===== src/design/pwm_pkg.sv =====
// package: register map, field layout, modes and reset values of the pwm engine
package pwm_pkg;
  localparam logic [7:0]  ADDR_MODE     = 8'h00;
  localparam logic [7:0]  ADDR_POL      = 8'h04;
  localparam logic [7:0]  ADDR_LIMIT    = 8'h08;
  localparam logic [7:0]  ADDR_DUTY_UV  = 8'h0C;
  localparam logic [7:0]  ADDR_DUTY_WY  = 8'h10;
  localparam logic [7:0]  ADDR_STATUS   = 8'h14;

  localparam int          MODE_LSB      = 0;
  localparam int          MOTOR_LSB     = 4;
  localparam int          SPACE_VECTOR_ENABLE_BIT     = 8;
  localparam int          POL_LOW_BIT   = 0;
  localparam int          POL_HIGH_BIT  = 1;
  localparam int          DIR_BIT       = 16;

  localparam logic [2:0]  MODE_OFF        = 3'h0;
  localparam logic [2:0]  MODE_FREEWHEEL  = 3'h1;
  localparam logic [2:0]  MODE_BRAKE_LOW  = 3'h2;
  localparam logic [2:0]  MODE_BRAKE_HIGH = 3'h3;
  localparam logic [2:0]  MODE_CENTERED   = 3'h7;

  localparam logic [1:0]  CFG_THREE     = 2'h0;
  localparam logic [1:0]  CFG_STEPPER   = 2'h1;
  localparam logic [1:0]  CFG_DC        = 2'h2;
  localparam logic [3:0]  EN_THREE      = 4'h7;
  localparam logic [3:0]  EN_STEPPER    = 4'hF;
  localparam logic [3:0]  EN_DC         = 4'h3;

  localparam logic [15:0] LIMIT_RESET   = 16'h0F9F;
  localparam logic [15:0] CNT_STEP      = 16'h0002;
  localparam logic [15:0] DUTY_OFFSET   = 16'h8000;
  localparam logic [15:0] S16_MAX       = 16'h7FFF;
  localparam logic [15:0] S16_MIN       = 16'h8000;

  localparam logic [1:0]  RESP_OKAY     = 2'h0;
  localparam logic [1:0]  RESP_SLVERR   = 2'h2;
endpackage


===== src/design/centered_gate_pwm_engine.sv =====
// centre-aligned gate pwm engine for four half bridges with an axi4-lite register slave
`timescale 1ns/100ps
module centered_gate_pwm_engine
  import pwm_pkg::*;
(
  input  wire logic        clk,
  input  wire logic        reset,
  input  wire logic [7:0]  awaddr,
  input  wire logic        awvalid,
  output logic             awready,
  input  wire logic [31:0] wdata,
  input  wire logic [3:0]  wstrb,
  input  wire logic        wvalid,
  output logic             wready,
  output logic [1:0]       bresp,
  output logic             bvalid,
  input  wire logic        bready,
  input  wire logic [7:0]  araddr,
  input  wire logic        arvalid,
  output logic             arready,
  output logic [31:0]      rdata,
  output logic [1:0]       rresp,
  output logic             rvalid,
  input  wire logic        rready,
  output logic             bridge1_high_gate,
  output logic             bridge1_low_gate,
  output logic             bridge2_high_gate,
  output logic             bridge2_low_gate,
  output logic             bridge3_high_gate,
  output logic             bridge3_low_gate,
  output logic             bridge4_high_gate,
  output logic             bridge4_low_gate
);
  typedef struct packed {
    logic             awready;
    logic             wready;
    logic             bvalid;
    logic [1:0]       bresp;
    logic             arready;
    logic             rvalid;
    logic [1:0]       rresp;
    logic [31:0]      rdata;
    logic             aw_have;
    logic             w_have;
    logic [7:0]       aw_addr;
    logic [31:0]      w_data;
    logic [3:0]       w_strb;
    logic [2:0]       mode;
    logic [1:0]       motor;
    logic             sv_en;
    logic [1:0]       pol;
    logic [15:0]      limit;
    logic [15:0]      limit_act;
    logic [15:0]      cnt;
    logic             down;
    logic [3:0][15:0] duty;
    logic [3:0]       gate_h;
    logic [3:0]       gate_l;
  } state_t;
  state_t           s_q;
  state_t           s_d;
  logic [3:0]       pulse;
  logic [3:0]       en_mask;
  logic [16:0]      sv_off;
  logic [3:0][16:0] adj;
  logic [3:0][15:0] sat;
  logic [16:0]      ext_max;
  logic [16:0]      ext_min;
  function automatic logic [31:0] merge(logic [31:0] old, logic [31:0] data, logic [3:0] strb);
    logic [31:0] r;
    r = old;
    for (int b = 0; b < 4; b++) begin
      if (strb[b]) begin
        r[b*8 +: 8] = data[b*8 +: 8];
      end
    end
    return r;
  endfunction
  function automatic logic [16:0] sx(logic [15:0] v);
    return {v[15], v};
  endfunction
  // common-mode offset of the three phases: (max + min) / 2
  always_comb begin
    ext_max = sx(s_q.duty[0]);
    ext_min = sx(s_q.duty[0]);
    for (int i = 1; i < 3; i++) begin
      if ($signed(sx(s_q.duty[i])) > $signed(ext_max)) begin
        ext_max = sx(s_q.duty[i]);
      end
      if ($signed(sx(s_q.duty[i])) < $signed(ext_min)) begin
        ext_min = sx(s_q.duty[i]);
      end
    end
    sv_off = 17'($signed(17'(ext_max + ext_min)) >>> 1);
  end
  always_comb begin
    unique case (s_q.motor)
      CFG_STEPPER: en_mask = EN_STEPPER;
      CFG_DC:      en_mask = EN_DC;
      default:     en_mask = EN_THREE;
    endcase
  end
  // per bridge: optional space vector shift, saturate, offset to unsigned, scale to limit
  for (genvar i = 0; i < 4; i++) begin : g_bridge
    logic [15:0] u;
    logic [32:0] prod;
    logic [16:0] thr;
    always_comb begin
      adj[i] = (s_q.sv_en && s_q.motor == CFG_THREE && i < 3)
               ? 17'(sx(s_q.duty[i]) - sv_off) : sx(s_q.duty[i]);
      sat[i] = (adj[i][16] == adj[i][15]) ? adj[i][15:0]
               : (adj[i][16] ? S16_MIN : S16_MAX);
    end
    assign u        = sat[i] + DUTY_OFFSET;
    // threshold scales with limit, so resolution tracks the period length
    assign prod     = u * ({1'b0, s_q.limit_act} + 17'h00001);
    assign thr      = prod[32:16];
    assign pulse[i] = ({1'b0, s_q.cnt} < thr);
  end
  always_comb begin
    logic [31:0] wd;
    logic [3:0]  ih;
    logic [3:0]  il;
    wd = 32'h0000_0000;
    ih = 4'h0;
    il = 4'h0;
    s_d = s_q;
    // write channel: address and data taken in either order
    if (awvalid && s_q.awready) begin
      s_d.aw_have = 1'b1;
      s_d.aw_addr = awaddr;
    end
    if (wvalid && s_q.wready) begin
      s_d.w_have = 1'b1;
      s_d.w_data = wdata;
      s_d.w_strb = wstrb;
    end
    if (s_q.bvalid && bready) begin
      s_d.bvalid = 1'b0;
    end
    if (s_q.aw_have && s_q.w_have && !s_q.bvalid) begin
      s_d.aw_have = 1'b0;
      s_d.w_have  = 1'b0;
      s_d.bvalid  = 1'b1;
      s_d.bresp   = RESP_OKAY;
      unique case (s_q.aw_addr)
        ADDR_MODE: begin
          wd = merge({23'h0, s_q.sv_en, 2'h0, s_q.motor, 1'b0, s_q.mode},
                     s_q.w_data, s_q.w_strb);
          s_d.mode  = wd[MODE_LSB +: 3];
          s_d.motor = wd[MOTOR_LSB +: 2];
          s_d.sv_en = wd[SPACE_VECTOR_ENABLE_BIT];
        end
        ADDR_POL: begin
          wd = merge({30'h0, s_q.pol}, s_q.w_data, s_q.w_strb);
          s_d.pol = wd[1:0];
        end
        ADDR_LIMIT: begin
          wd = merge({16'h0, s_q.limit}, s_q.w_data, s_q.w_strb);
          s_d.limit = wd[15:0];
        end
        ADDR_DUTY_UV: begin
          wd = merge({s_q.duty[1], s_q.duty[0]}, s_q.w_data, s_q.w_strb);
          s_d.duty[0] = wd[15:0];
          s_d.duty[1] = wd[31:16];
        end
        ADDR_DUTY_WY: begin
          wd = merge({s_q.duty[3], s_q.duty[2]}, s_q.w_data, s_q.w_strb);
          s_d.duty[2] = wd[15:0];
          s_d.duty[3] = wd[31:16];
        end
        default: s_d.bresp = RESP_SLVERR;
      endcase
    end
    s_d.awready = !s_d.aw_have;
    s_d.wready  = !s_d.w_have;
    // read channel: one read at a time, answer one cycle after the address
    if (s_q.rvalid && rready) begin
      s_d.rvalid  = 1'b0;
      s_d.arready = 1'b1;
    end
    if (arvalid && s_q.arready) begin
      s_d.arready = 1'b0;
      s_d.rvalid  = 1'b1;
      s_d.rresp   = RESP_OKAY;
      unique case (araddr)
        ADDR_MODE:    s_d.rdata = {23'h0, s_q.sv_en, 2'h0, s_q.motor, 1'b0, s_q.mode};
        ADDR_POL:     s_d.rdata = {30'h0, s_q.pol};
        ADDR_LIMIT:   s_d.rdata = {16'h0, s_q.limit};
        ADDR_DUTY_UV: s_d.rdata = {s_q.duty[1], s_q.duty[0]};
        ADDR_DUTY_WY: s_d.rdata = {s_q.duty[3], s_q.duty[2]};
        ADDR_STATUS:  s_d.rdata = {15'h0, s_q.down, s_q.cnt};
        default: begin
          s_d.rdata = 32'h0000_0000;
          s_d.rresp = RESP_SLVERR;
        end
      endcase
    end
    // triangle counter; a new limit is adopted only at the bottom to avoid runt pulses
    if (s_q.mode != MODE_CENTERED) begin
      s_d.cnt       = 16'h0000;
      s_d.down      = 1'b0;
      s_d.limit_act = s_q.limit;
    end else if (!s_q.down) begin
      if ({1'b0, s_q.cnt} + {1'b0, CNT_STEP} >= {1'b0, s_q.limit_act}) begin
        s_d.cnt  = s_q.limit_act;
        s_d.down = 1'b1;
      end else begin
        s_d.cnt = s_q.cnt + CNT_STEP;
      end
    end else if (s_q.cnt <= CNT_STEP) begin
      s_d.cnt       = 16'h0000;
      s_d.down      = 1'b0;
      s_d.limit_act = s_q.limit;
    end else begin
      s_d.cnt = s_q.cnt - CNT_STEP;
    end
    unique case (s_q.mode)
      MODE_CENTERED: begin
        ih = pulse & en_mask;
        il = ~pulse & en_mask;
      end
      MODE_BRAKE_LOW:  il = en_mask;
      MODE_BRAKE_HIGH: ih = en_mask;
      // freewheel and off leave both sides at their inactive level
      default:         ih = 4'h0;
    endcase
    s_d.gate_h = ih ^ {4{s_q.pol[POL_HIGH_BIT]}};
    s_d.gate_l = il ^ {4{s_q.pol[POL_LOW_BIT]}};
  end
  always_ff @(posedge clk) begin
    if (reset) begin
      s_q           <= '0;
      s_q.awready   <= 1'b1;
      s_q.wready    <= 1'b1;
      s_q.arready   <= 1'b1;
      s_q.mode      <= MODE_OFF;
      s_q.limit     <= LIMIT_RESET;
      s_q.limit_act <= LIMIT_RESET;
    end else begin
      s_q <= s_d;
    end
  end
  assign awready           = s_q.awready;
  assign wready            = s_q.wready;
  assign bvalid            = s_q.bvalid;
  assign bresp             = s_q.bresp;
  assign arready           = s_q.arready;
  assign rvalid            = s_q.rvalid;
  assign rresp             = s_q.rresp;
  assign rdata             = s_q.rdata;
  assign bridge1_high_gate = s_q.gate_h[0];
  assign bridge1_low_gate  = s_q.gate_l[0];
  assign bridge2_high_gate = s_q.gate_h[1];
  assign bridge2_low_gate  = s_q.gate_l[1];
  assign bridge3_high_gate = s_q.gate_h[2];
  assign bridge3_low_gate  = s_q.gate_l[2];
  assign bridge4_high_gate = s_q.gate_h[3];
  assign bridge4_low_gate  = s_q.gate_l[3];
endmodule


===== config.mk =====
export PLATFORM = sky130hd
export DESIGN_NAME = centered_gate_pwm_engine
export DESIGN_NICKNAME = d
export VERILOG_FILES = /design/src/design/pwm_pkg.sv /design/src/design/centered_gate_pwm_engine.sv
export SDC_FILE = /design/constraint.sdc
export NUM_CORES = 2
export LEC_CHECK = 0
export ABC_AREA = 1
export BUFFER_PORTS_ARGS = -buffer_cell sky130_fd_sc_hd__buf_4
export CAP_MARGIN = 5
export CORE_ASPECT_RATIO = 1.5
export CORE_UTILIZATION = 50
export CTS_CLUSTER_DIAMETER = 80
export DETAILED_ROUTE_END_ITERATION = 7
export GPL_ROUTABILITY_DRIVEN = 0
export PLACE_DENSITY = 0.68
export SLEW_MARGIN = 20
export SYNTH_ARGS = -nofsm -noshare
export SYNTH_HDL_FRONTEND = slang
export SYNTH_SLANG_ARGS = --single-unit
export TNS_END_PERCENT = 10

===== constraint.sdc =====
create_clock -name clk -period 13.7 [get_ports clk]
set_input_delay 0.685 -clock clk [delete_from_list [all_inputs] [get_ports clk]]
set_output_delay 0.685 -clock clk [all_outputs]
set_load 0.01 [all_outputs]

# Yosys cells after proc, flatten, opt, wreduce, memory -nomap -nowiden
# Index checks and enable logic that the tools add are counted.
[word_totals] ff_bits=216
[op_classes] n_mux=34 eq_ne=18 order_cmp=10 multipliers=4 bitwise=5 reduce_logical=35 add_sub_neg=12
[op_table] operator="one-hot mux 32 bit (6 select lines)" n=1
[op_table] operator="2-to-1 mux 16 bit" n=10
[op_table] operator="2-to-1 mux 17 bit" n=8
[op_table] operator="multiplier 16 x 33 -> 33 bit" n=3
[op_table] operator="less-than comparator 16 x 17 -> 1 bit" n=5
[op_table] operator="adder 16 bit, second input constant" n=4
[op_table] operator="subtractor 16 x 16 -> 17 bit" n=3
[op_table] operator="AND reduction 3 bit" n=13
[op_table] operator="2-to-1 mux 36 bit" n=1
[op_table] operator="multiplier 16 x 17 -> 33 bit" n=1
[op_table] operator="2-to-1 mux 33 bit" n=1
[op_table] operator="== test 8 x 4 -> 1 bit, second input constant" n=4
[op_table] operator="== test 8 x 5 -> 1 bit, second input constant" n=3
[op_table] operator="one-hot mux 4 bit (2 select lines)" n=3
[op_table] operator="adder 16 x 1 -> 17 bit, second input constant" n=1
[op_table] operator="adder 16 x 2 -> 17 bit, second input constant" n=1
[op_table] operator="adder 17 bit" n=1
[op_table] operator="greater-or-equal comparator 17 x 16 -> 1 bit" n=1
[op_table] operator="greater-than comparator 16 x 17 -> 1 bit" n=1
[op_table] operator="adder 16 x 2 -> 16 bit, second input constant" n=1
[op_table] operator="== test 8 x 3 -> 1 bit, second input constant" n=2
[op_table] operator="greater-than comparator 16 bit" n=1
[op_table] operator="<= comparator 16 x 2 -> 1 bit, second input constant" n=1
[op_table] operator="logical NOT 8 bit" n=2
[op_table] operator="22 further kinds" n=46

# Depth between registers and ports, before layout
[depth] ltp_word=16 ltp_mapped=108 ltp_nobuf=104

# Worst setup path after synthesis
# No wires, ideal clock.
[synth_timing] path_kind="flip-flop to flip-flop" start="register s_q[23] in the netlist's numbering" end="register s_q (netlist bit bridge1_high_gate)" synth_period_minus_slack_ns=13.966 path_stages_with_launch=93 setup_slack_ns=-0.266 arrival_ns=13.851 required_ns=13.585 cell_sequence="dfxtp_1 > inv_1 > ha_1 > a21oi_1 > o21ai_1 > a21oi_2 > nand3_1 > nand2_2 > inv_2 > nand2_2 > clkbuf_1 > o21ai_0 > ha_1 > a21oi_1 > nor2_1 > o21ai_0 > nand3_1 > nand2_1 > [... 57 more ...] > nor2_1 > inv_1 > nor4_1 > nand2_1 > nand2_4 > nand3_1 > nand2_1 > nand4_1 > o311ai_1 > xor2_1 > ha_1 > a21o_1 > nand4_1 > nand2_1 > nor2_1 > nand4_1 > a21oi_1 > nor2_1"
[synth_via] elab_chain_cells=15
[synth_lines] item="start, declared" line="centered_gate_pwm_engine.sv:60" source="state_t s_q;"
[synth_lines] item="greater-than comparator 16 bit / less-than comparator 16 bit (equally long branches)" line="centered_gate_pwm_engine.sv:87, centered_gate_pwm_engine.sv:90"
[synth_lines] item="2-to-1 mux 17 bit, on equally long branches" line="centered_gate_pwm_engine.sv:87, centered_gate_pwm_engine.sv:90"
[synth_lines] item="greater-than comparator 16 x 17 -> 1 bit / less-than comparator 16 x 17 -> 1 bit (equally long branches)" line="centered_gate_pwm_engine.sv:87, centered_gate_pwm_engine.sv:90"
[synth_lines] item="2-to-1 mux 17 bit, on equally long branches" line="centered_gate_pwm_engine.sv:87, centered_gate_pwm_engine.sv:90"
[synth_lines] item="adder 17 bit" line="centered_gate_pwm_engine.sv:94" source="sv_off = 17'($signed(17'(ext_max + ext_min)) >>> 1);"
[synth_lines] item="subtractor 16 x 16 -> 17 bit" line="centered_gate_pwm_engine.sv:110" source="? 17'(sx(s_q.duty[i]) - sv_off) : sx(s_q.duty[i]);"
[synth_lines] item="2-to-1 mux 17 bit (*)" line="centered_gate_pwm_engine.sv:110"
[synth_lines] item="2-to-1 mux 16 bit / == test 1 bit (equally long branches)" line="centered_gate_pwm_engine.sv:112, centered_gate_pwm_engine.sv:111"
[synth_lines] item="2-to-1 mux 16 bit (*)" line="centered_gate_pwm_engine.sv:111" source="sat[i] = (adj[i][16] == adj[i][15]) ? adj[i][15:0]"
[synth_lines] item="adder 16 bit (*)" line="centered_gate_pwm_engine.sv:114" source="assign u = sat[i] + DUTY_OFFSET;"
[synth_lines] item="multiplier 16 x 33 -> 33 bit (*)" line="centered_gate_pwm_engine.sv:116" source="assign prod = u * ({1'b0, s_q.limit_act} + 17'h00001);"
[synth_lines] item="less-than comparator 16 x 17 -> 1 bit (*)" line="centered_gate_pwm_engine.sv:118" source="assign pulse[i] = ({1'b0, s_q.cnt} < thr);"
[synth_lines] item="bitwise AND 4 bit (*)" line="centered_gate_pwm_engine.sv:220" source="ih = pulse & en_mask;"
[synth_lines] item="one-hot mux 4 bit (2 select lines) (*)" line="centered_gate_pwm_engine.sv:218" source="unique case (s_q.mode)"
[synth_lines] item="bitwise XOR 4 bit (*)" line="centered_gate_pwm_engine.sv:228" source="s_d.gate_h = ih ^ {4{s_q.pol[POL_HIGH_BIT]}};"
# Mark *: on every way between the ends. The rest lies on a longest branch, timed or not.
# A chain may end at the register's enable or synchronous reset.

# Worst setup path in the final report
[layout_timing] start="register s_q[21] in the netlist's numbering" end="register s_q (netlist bit bridge3_low_gate)"
[layout_via] elab_chain_cells=16
[layout_lines] item="greater-than comparator 16 bit / less-than comparator 16 bit (equally long branches)" line="centered_gate_pwm_engine.sv:87, centered_gate_pwm_engine.sv:90"
[layout_lines] item="2-to-1 mux 17 bit, on equally long branches" line="centered_gate_pwm_engine.sv:87, centered_gate_pwm_engine.sv:90"
[layout_lines] item="greater-than comparator 16 x 17 -> 1 bit / less-than comparator 16 x 17 -> 1 bit (equally long branches)" line="centered_gate_pwm_engine.sv:87, centered_gate_pwm_engine.sv:90"
[layout_lines] item="2-to-1 mux 17 bit, on equally long branches" line="centered_gate_pwm_engine.sv:87, centered_gate_pwm_engine.sv:90"
[layout_lines] item="adder 17 bit (*)" line="centered_gate_pwm_engine.sv:94"
[layout_lines] item="subtractor 16 x 16 -> 17 bit (*)" line="centered_gate_pwm_engine.sv:110"
[layout_lines] item="2-to-1 mux 17 bit (*)" line="centered_gate_pwm_engine.sv:110"
[layout_lines] item="2-to-1 mux 16 bit / == test 1 bit (equally long branches)" line="centered_gate_pwm_engine.sv:112, centered_gate_pwm_engine.sv:111"
[layout_lines] item="2-to-1 mux 16 bit (*)" line="centered_gate_pwm_engine.sv:111"
[layout_lines] item="adder 16 bit (*)" line="centered_gate_pwm_engine.sv:114"
[layout_lines] item="multiplier 16 x 33 -> 33 bit (*)" line="centered_gate_pwm_engine.sv:116"
[layout_lines] item="less-than comparator 16 x 17 -> 1 bit (*)" line="centered_gate_pwm_engine.sv:118"
[layout_lines] item="NOT 4 bit (*)" line="centered_gate_pwm_engine.sv:221" source="il = ~pulse & en_mask;"
[layout_lines] item="bitwise AND 4 bit (*)" line="centered_gate_pwm_engine.sv:221"
[layout_lines] item="one-hot mux 4 bit (2 select lines) (*)" line="centered_gate_pwm_engine.sv:218"
[layout_lines] item="bitwise XOR 4 bit (*)" line="centered_gate_pwm_engine.sv:229" source="s_d.gate_l = il ^ {4{s_q.pol[POL_LOW_BIT]}};"
# Marked as above.

==> results.md <==
* Register area share after synthesis at 8.49%
* Largest stage delay, worst path at 600 ps
* VDD IR-drop max at 0.120 mV
* Final Skew at ~20 ps
* I/O pin cnt at 108
* Worst-margin pin slew at between 1000 and 1500 ps
* Critical Path AT at ~15000 ps
* Mapped Cells at 6691
* Synth area leaders: fa_1, ha_1, inv_1, nand2_1, dfxtp_1
* Sw power at around 480 uW
* Register-to-Register Path Depth at 100
* Worst Path Buf+Inv at 30
* Hold Path Class: input pin to flop
* Post-route ant nets at 0
* Total core area at 0.0999 mm^2
* Final wirelength at 186 mm
* Int Pwr at 1120 uW
* Reg power frac at 40.9%
* Die span in x at 261 um
* Vias/cell at 5.63
* Delay-heaviest family, CP: adder cells
* Starting Density at 50.5%
* Drt first pass iters at 6
* TritonCTS clock tree: built
* Critical path endpoint category: flop
* Lkg Pwr at between 0.03 and 0.04 uW
* Mapped Area at 0.0504 mm^2
* Crit path max-delay cell type: fa_1
* Routed length per instance at between 20 and 25 um
* RSZ-0062 raised after global routing: true
* Drc violations at 0
* Outcome: complete, but fails checks
* Critical path's most frequent cell: buf_4
* Worst-path clk slew at 80 ps
* Setup violators final at 6
* Area share of the largest cell type after synthesis at between 30% and 40%
* # hold bufs at CTS at 0
* Vias in the first global route at 50300
* Largest net degree at the start of global routing at 96
* Worst Setup Start Kind: flop
* Clock Sinks at roughly 210
* H-tree levels at 1
* Crit path time final at 14580 ps
* Dpl ws at -1340 ps
* Hold path cells at 3
* CTS Buf Count at 18
* Switch share at around 30%
* CTS max path bufs at 3
* Initial antenna violation count at 8
* Count of different cell masters after synthesis at 59
* Share of cells above drive strength 1 at ~17%
* Slew headroom at 23.5%
* Port bufs at 105
* Logic gate share of total power at a little under a quarter
* Failing checks: negative setup slack
* WP data required at about 14000 ps
* DR iter-0 viols at 3604
* Clock power frac at 35.7%
* Largest reg by FF count: s_q
* Fraction of registers with async set/reset at 0%
* Avg Inst Size Synth at 7.54 um^2
* Crit Path Class: flop to flop
* Latest clock arrival within the worst-skew pair at 530 ps
* Detailed placement HPWL at 149 mm
* Die Area at 0.102 mm^2
* Total grt overflow at 0
* Final hold viol count at 0
* Final Util at 59.5%
* Yosys reg bits at roughly 210
* Final setup margin at -882 ps
* Die height at 391 um
* First-pass GRT wire length at 282 mm
* # rows at 142
* Root buffer cell: clkbuf_16
* Worst-path maximum fanout at 10
* Syn-to-layout area delta at 17.8%
* Global-route usage over all layers at around 37%
* Nets@finish at 8825
* Yosys top cell by area: fa_1
* Synth warn at 0
* WP depth at 100
* Synth Flop Type: dfxtp_1
* Via count at 48700
* Final period util at 106%
* Max Cap Viol at 0
* PwrDens at 26.9 mW/mm^2
* Fmax at ~70 MHz
* EDFF count, synth at 0
* Number of flip-flops in the largest register at 151
* Max Slew Vio Count at 0
## per-stage QoR
| stage | setup TNS [ps] | cell area [um^2] | cells | total power (uW) | hold WS, ps |
|---|---|---|---|---|---|
| after global routing | -9410 | 59400 | 8653 | 1660 | 421 |
| after global placement | -4630 | 57400 | 8558 | 989 | 442 |
| after floorplan | 0 | 50500 | 6692 | 848 | 422 |
| final | -4280 | 59400 | 8655 | 1600 | 402 |
| after CTS | -3740 | 58800 | 8634 | 1570 | 406 |
| after detailed placement | -6050 | 57400 | 8558 | 995 | 444 |
## worst paths after layout
kind	start	end	slack [ps]
max	s_q[21]	bridge3_low_gate	-880
min	wstrb[1]	s_q[130]	400
max reg2reg	s_q[21]	bridge3_low_gate	-880
min reg2reg	s_q[131]	s_q[131]	460
## layout by cell type, fill, tap and decap left out, drive strengths merged, types with 7 or more instances in the layout
cell,count
o21a,16
o31ai,20
nor3,45
nand2,1328
buf,912
nor4,7
a21o,12
o21bai,14
o22ai,31
xor2,60
o221ai,13
a31oi,35
and3,7
a211oi,13
nand3,162
fa,832
dfxtp,214
o21ai,359
nand4,30
a21oi,357
nor2,758
clkbuf,23
clkinv,26
xnor2,61
or2,8
o211ai,15
a221oi,8
ha,588
inv,1369
## worst reg2reg max path: cells and delay by family (launching register included)
family	cells	cell delay, ps
buffers and inverters	30	3590
adders and majority gates	12	4630
xor gates and xnor gates	2	270
AOI/OAI and AO/OA	16	2290
DFF	1	350
and+or+nand+nor	40	3360
## Yosys cell counts (all sizes together) (14+ instances only)
| master | count |
|---|---|
| nor3 | 45 |
| xor2 | 60 |
| clkinv | 24 |
| o21a | 16 |
| nand4 | 30 |
| xnor2 | 61 |
| fa | 832 |
| nand3 | 161 |
| o211ai | 15 |
| o31ai | 20 |
| nor2 | 758 |
| nand2 | 1328 |
| a31oi | 35 |
| ha | 588 |
| buf | 55 |
| dfxtp | 214 |
| o21ai | 359 |
| clkbuf | 227 |
| o22ai | 31 |
| inv | 1368 |
| a21oi | 357 |
| o21bai | 14 |
## cells by family after synthesis
| group | synth area share (%) |
|---|---|
| other | 0.00743 |
| adder cells (fa/ha/maj) | 47.6 |
| XOR/XNOR | 2.10 |
| AO/OA/AOI/OAI | 10.0 |
| flip-flops | 8.49 |
| AND/OR/NAND/NOR | 18.9 |
| buffers and inverters | 12.9 |
## power groups by stage
stage	logic, uW	clock network [uW]	registers (uW)
3_3_place_gp	322	0	667
3_5_place_dp	328	0	667
2_1_floorplan	189	0	659
6_report	376	571	654
5_1_grt	413	591	654
4_1_cts	356	565	652
## final cells by class
type                       instances  area [um^2]
clock inverter                     8          124
inverter                        1392         5240
fill                            9062        40400
clock buffer                      23          509
tap                             1296         1620
multi-input combinational       4806        40500
timing repair buffer             913         7150
sequential                       214         4290
timing repair inverter             1         3.75
antenna                            2         5.00
## per-layer routing
layer  track usage (%)  up-vias  share of wire [%]
met5                 0        -              0.042
li1                  -    21800                  -
met1              39.4    23600                 33
met2              61.2     2447                 47
met3              7.17      914                8.9
met4              32.5       12                 11
## what timing repair did
item                                    4_1_cts  5_1_grt
endpoints found under the hold margin         0        0
gates resized for setup                      92      136
setup buffers                                41       19
cloned                                        4        0
endpoints found under the setup margin        6        6
pin swaps                                    63       80
Power figures use the tool's default switching activity.
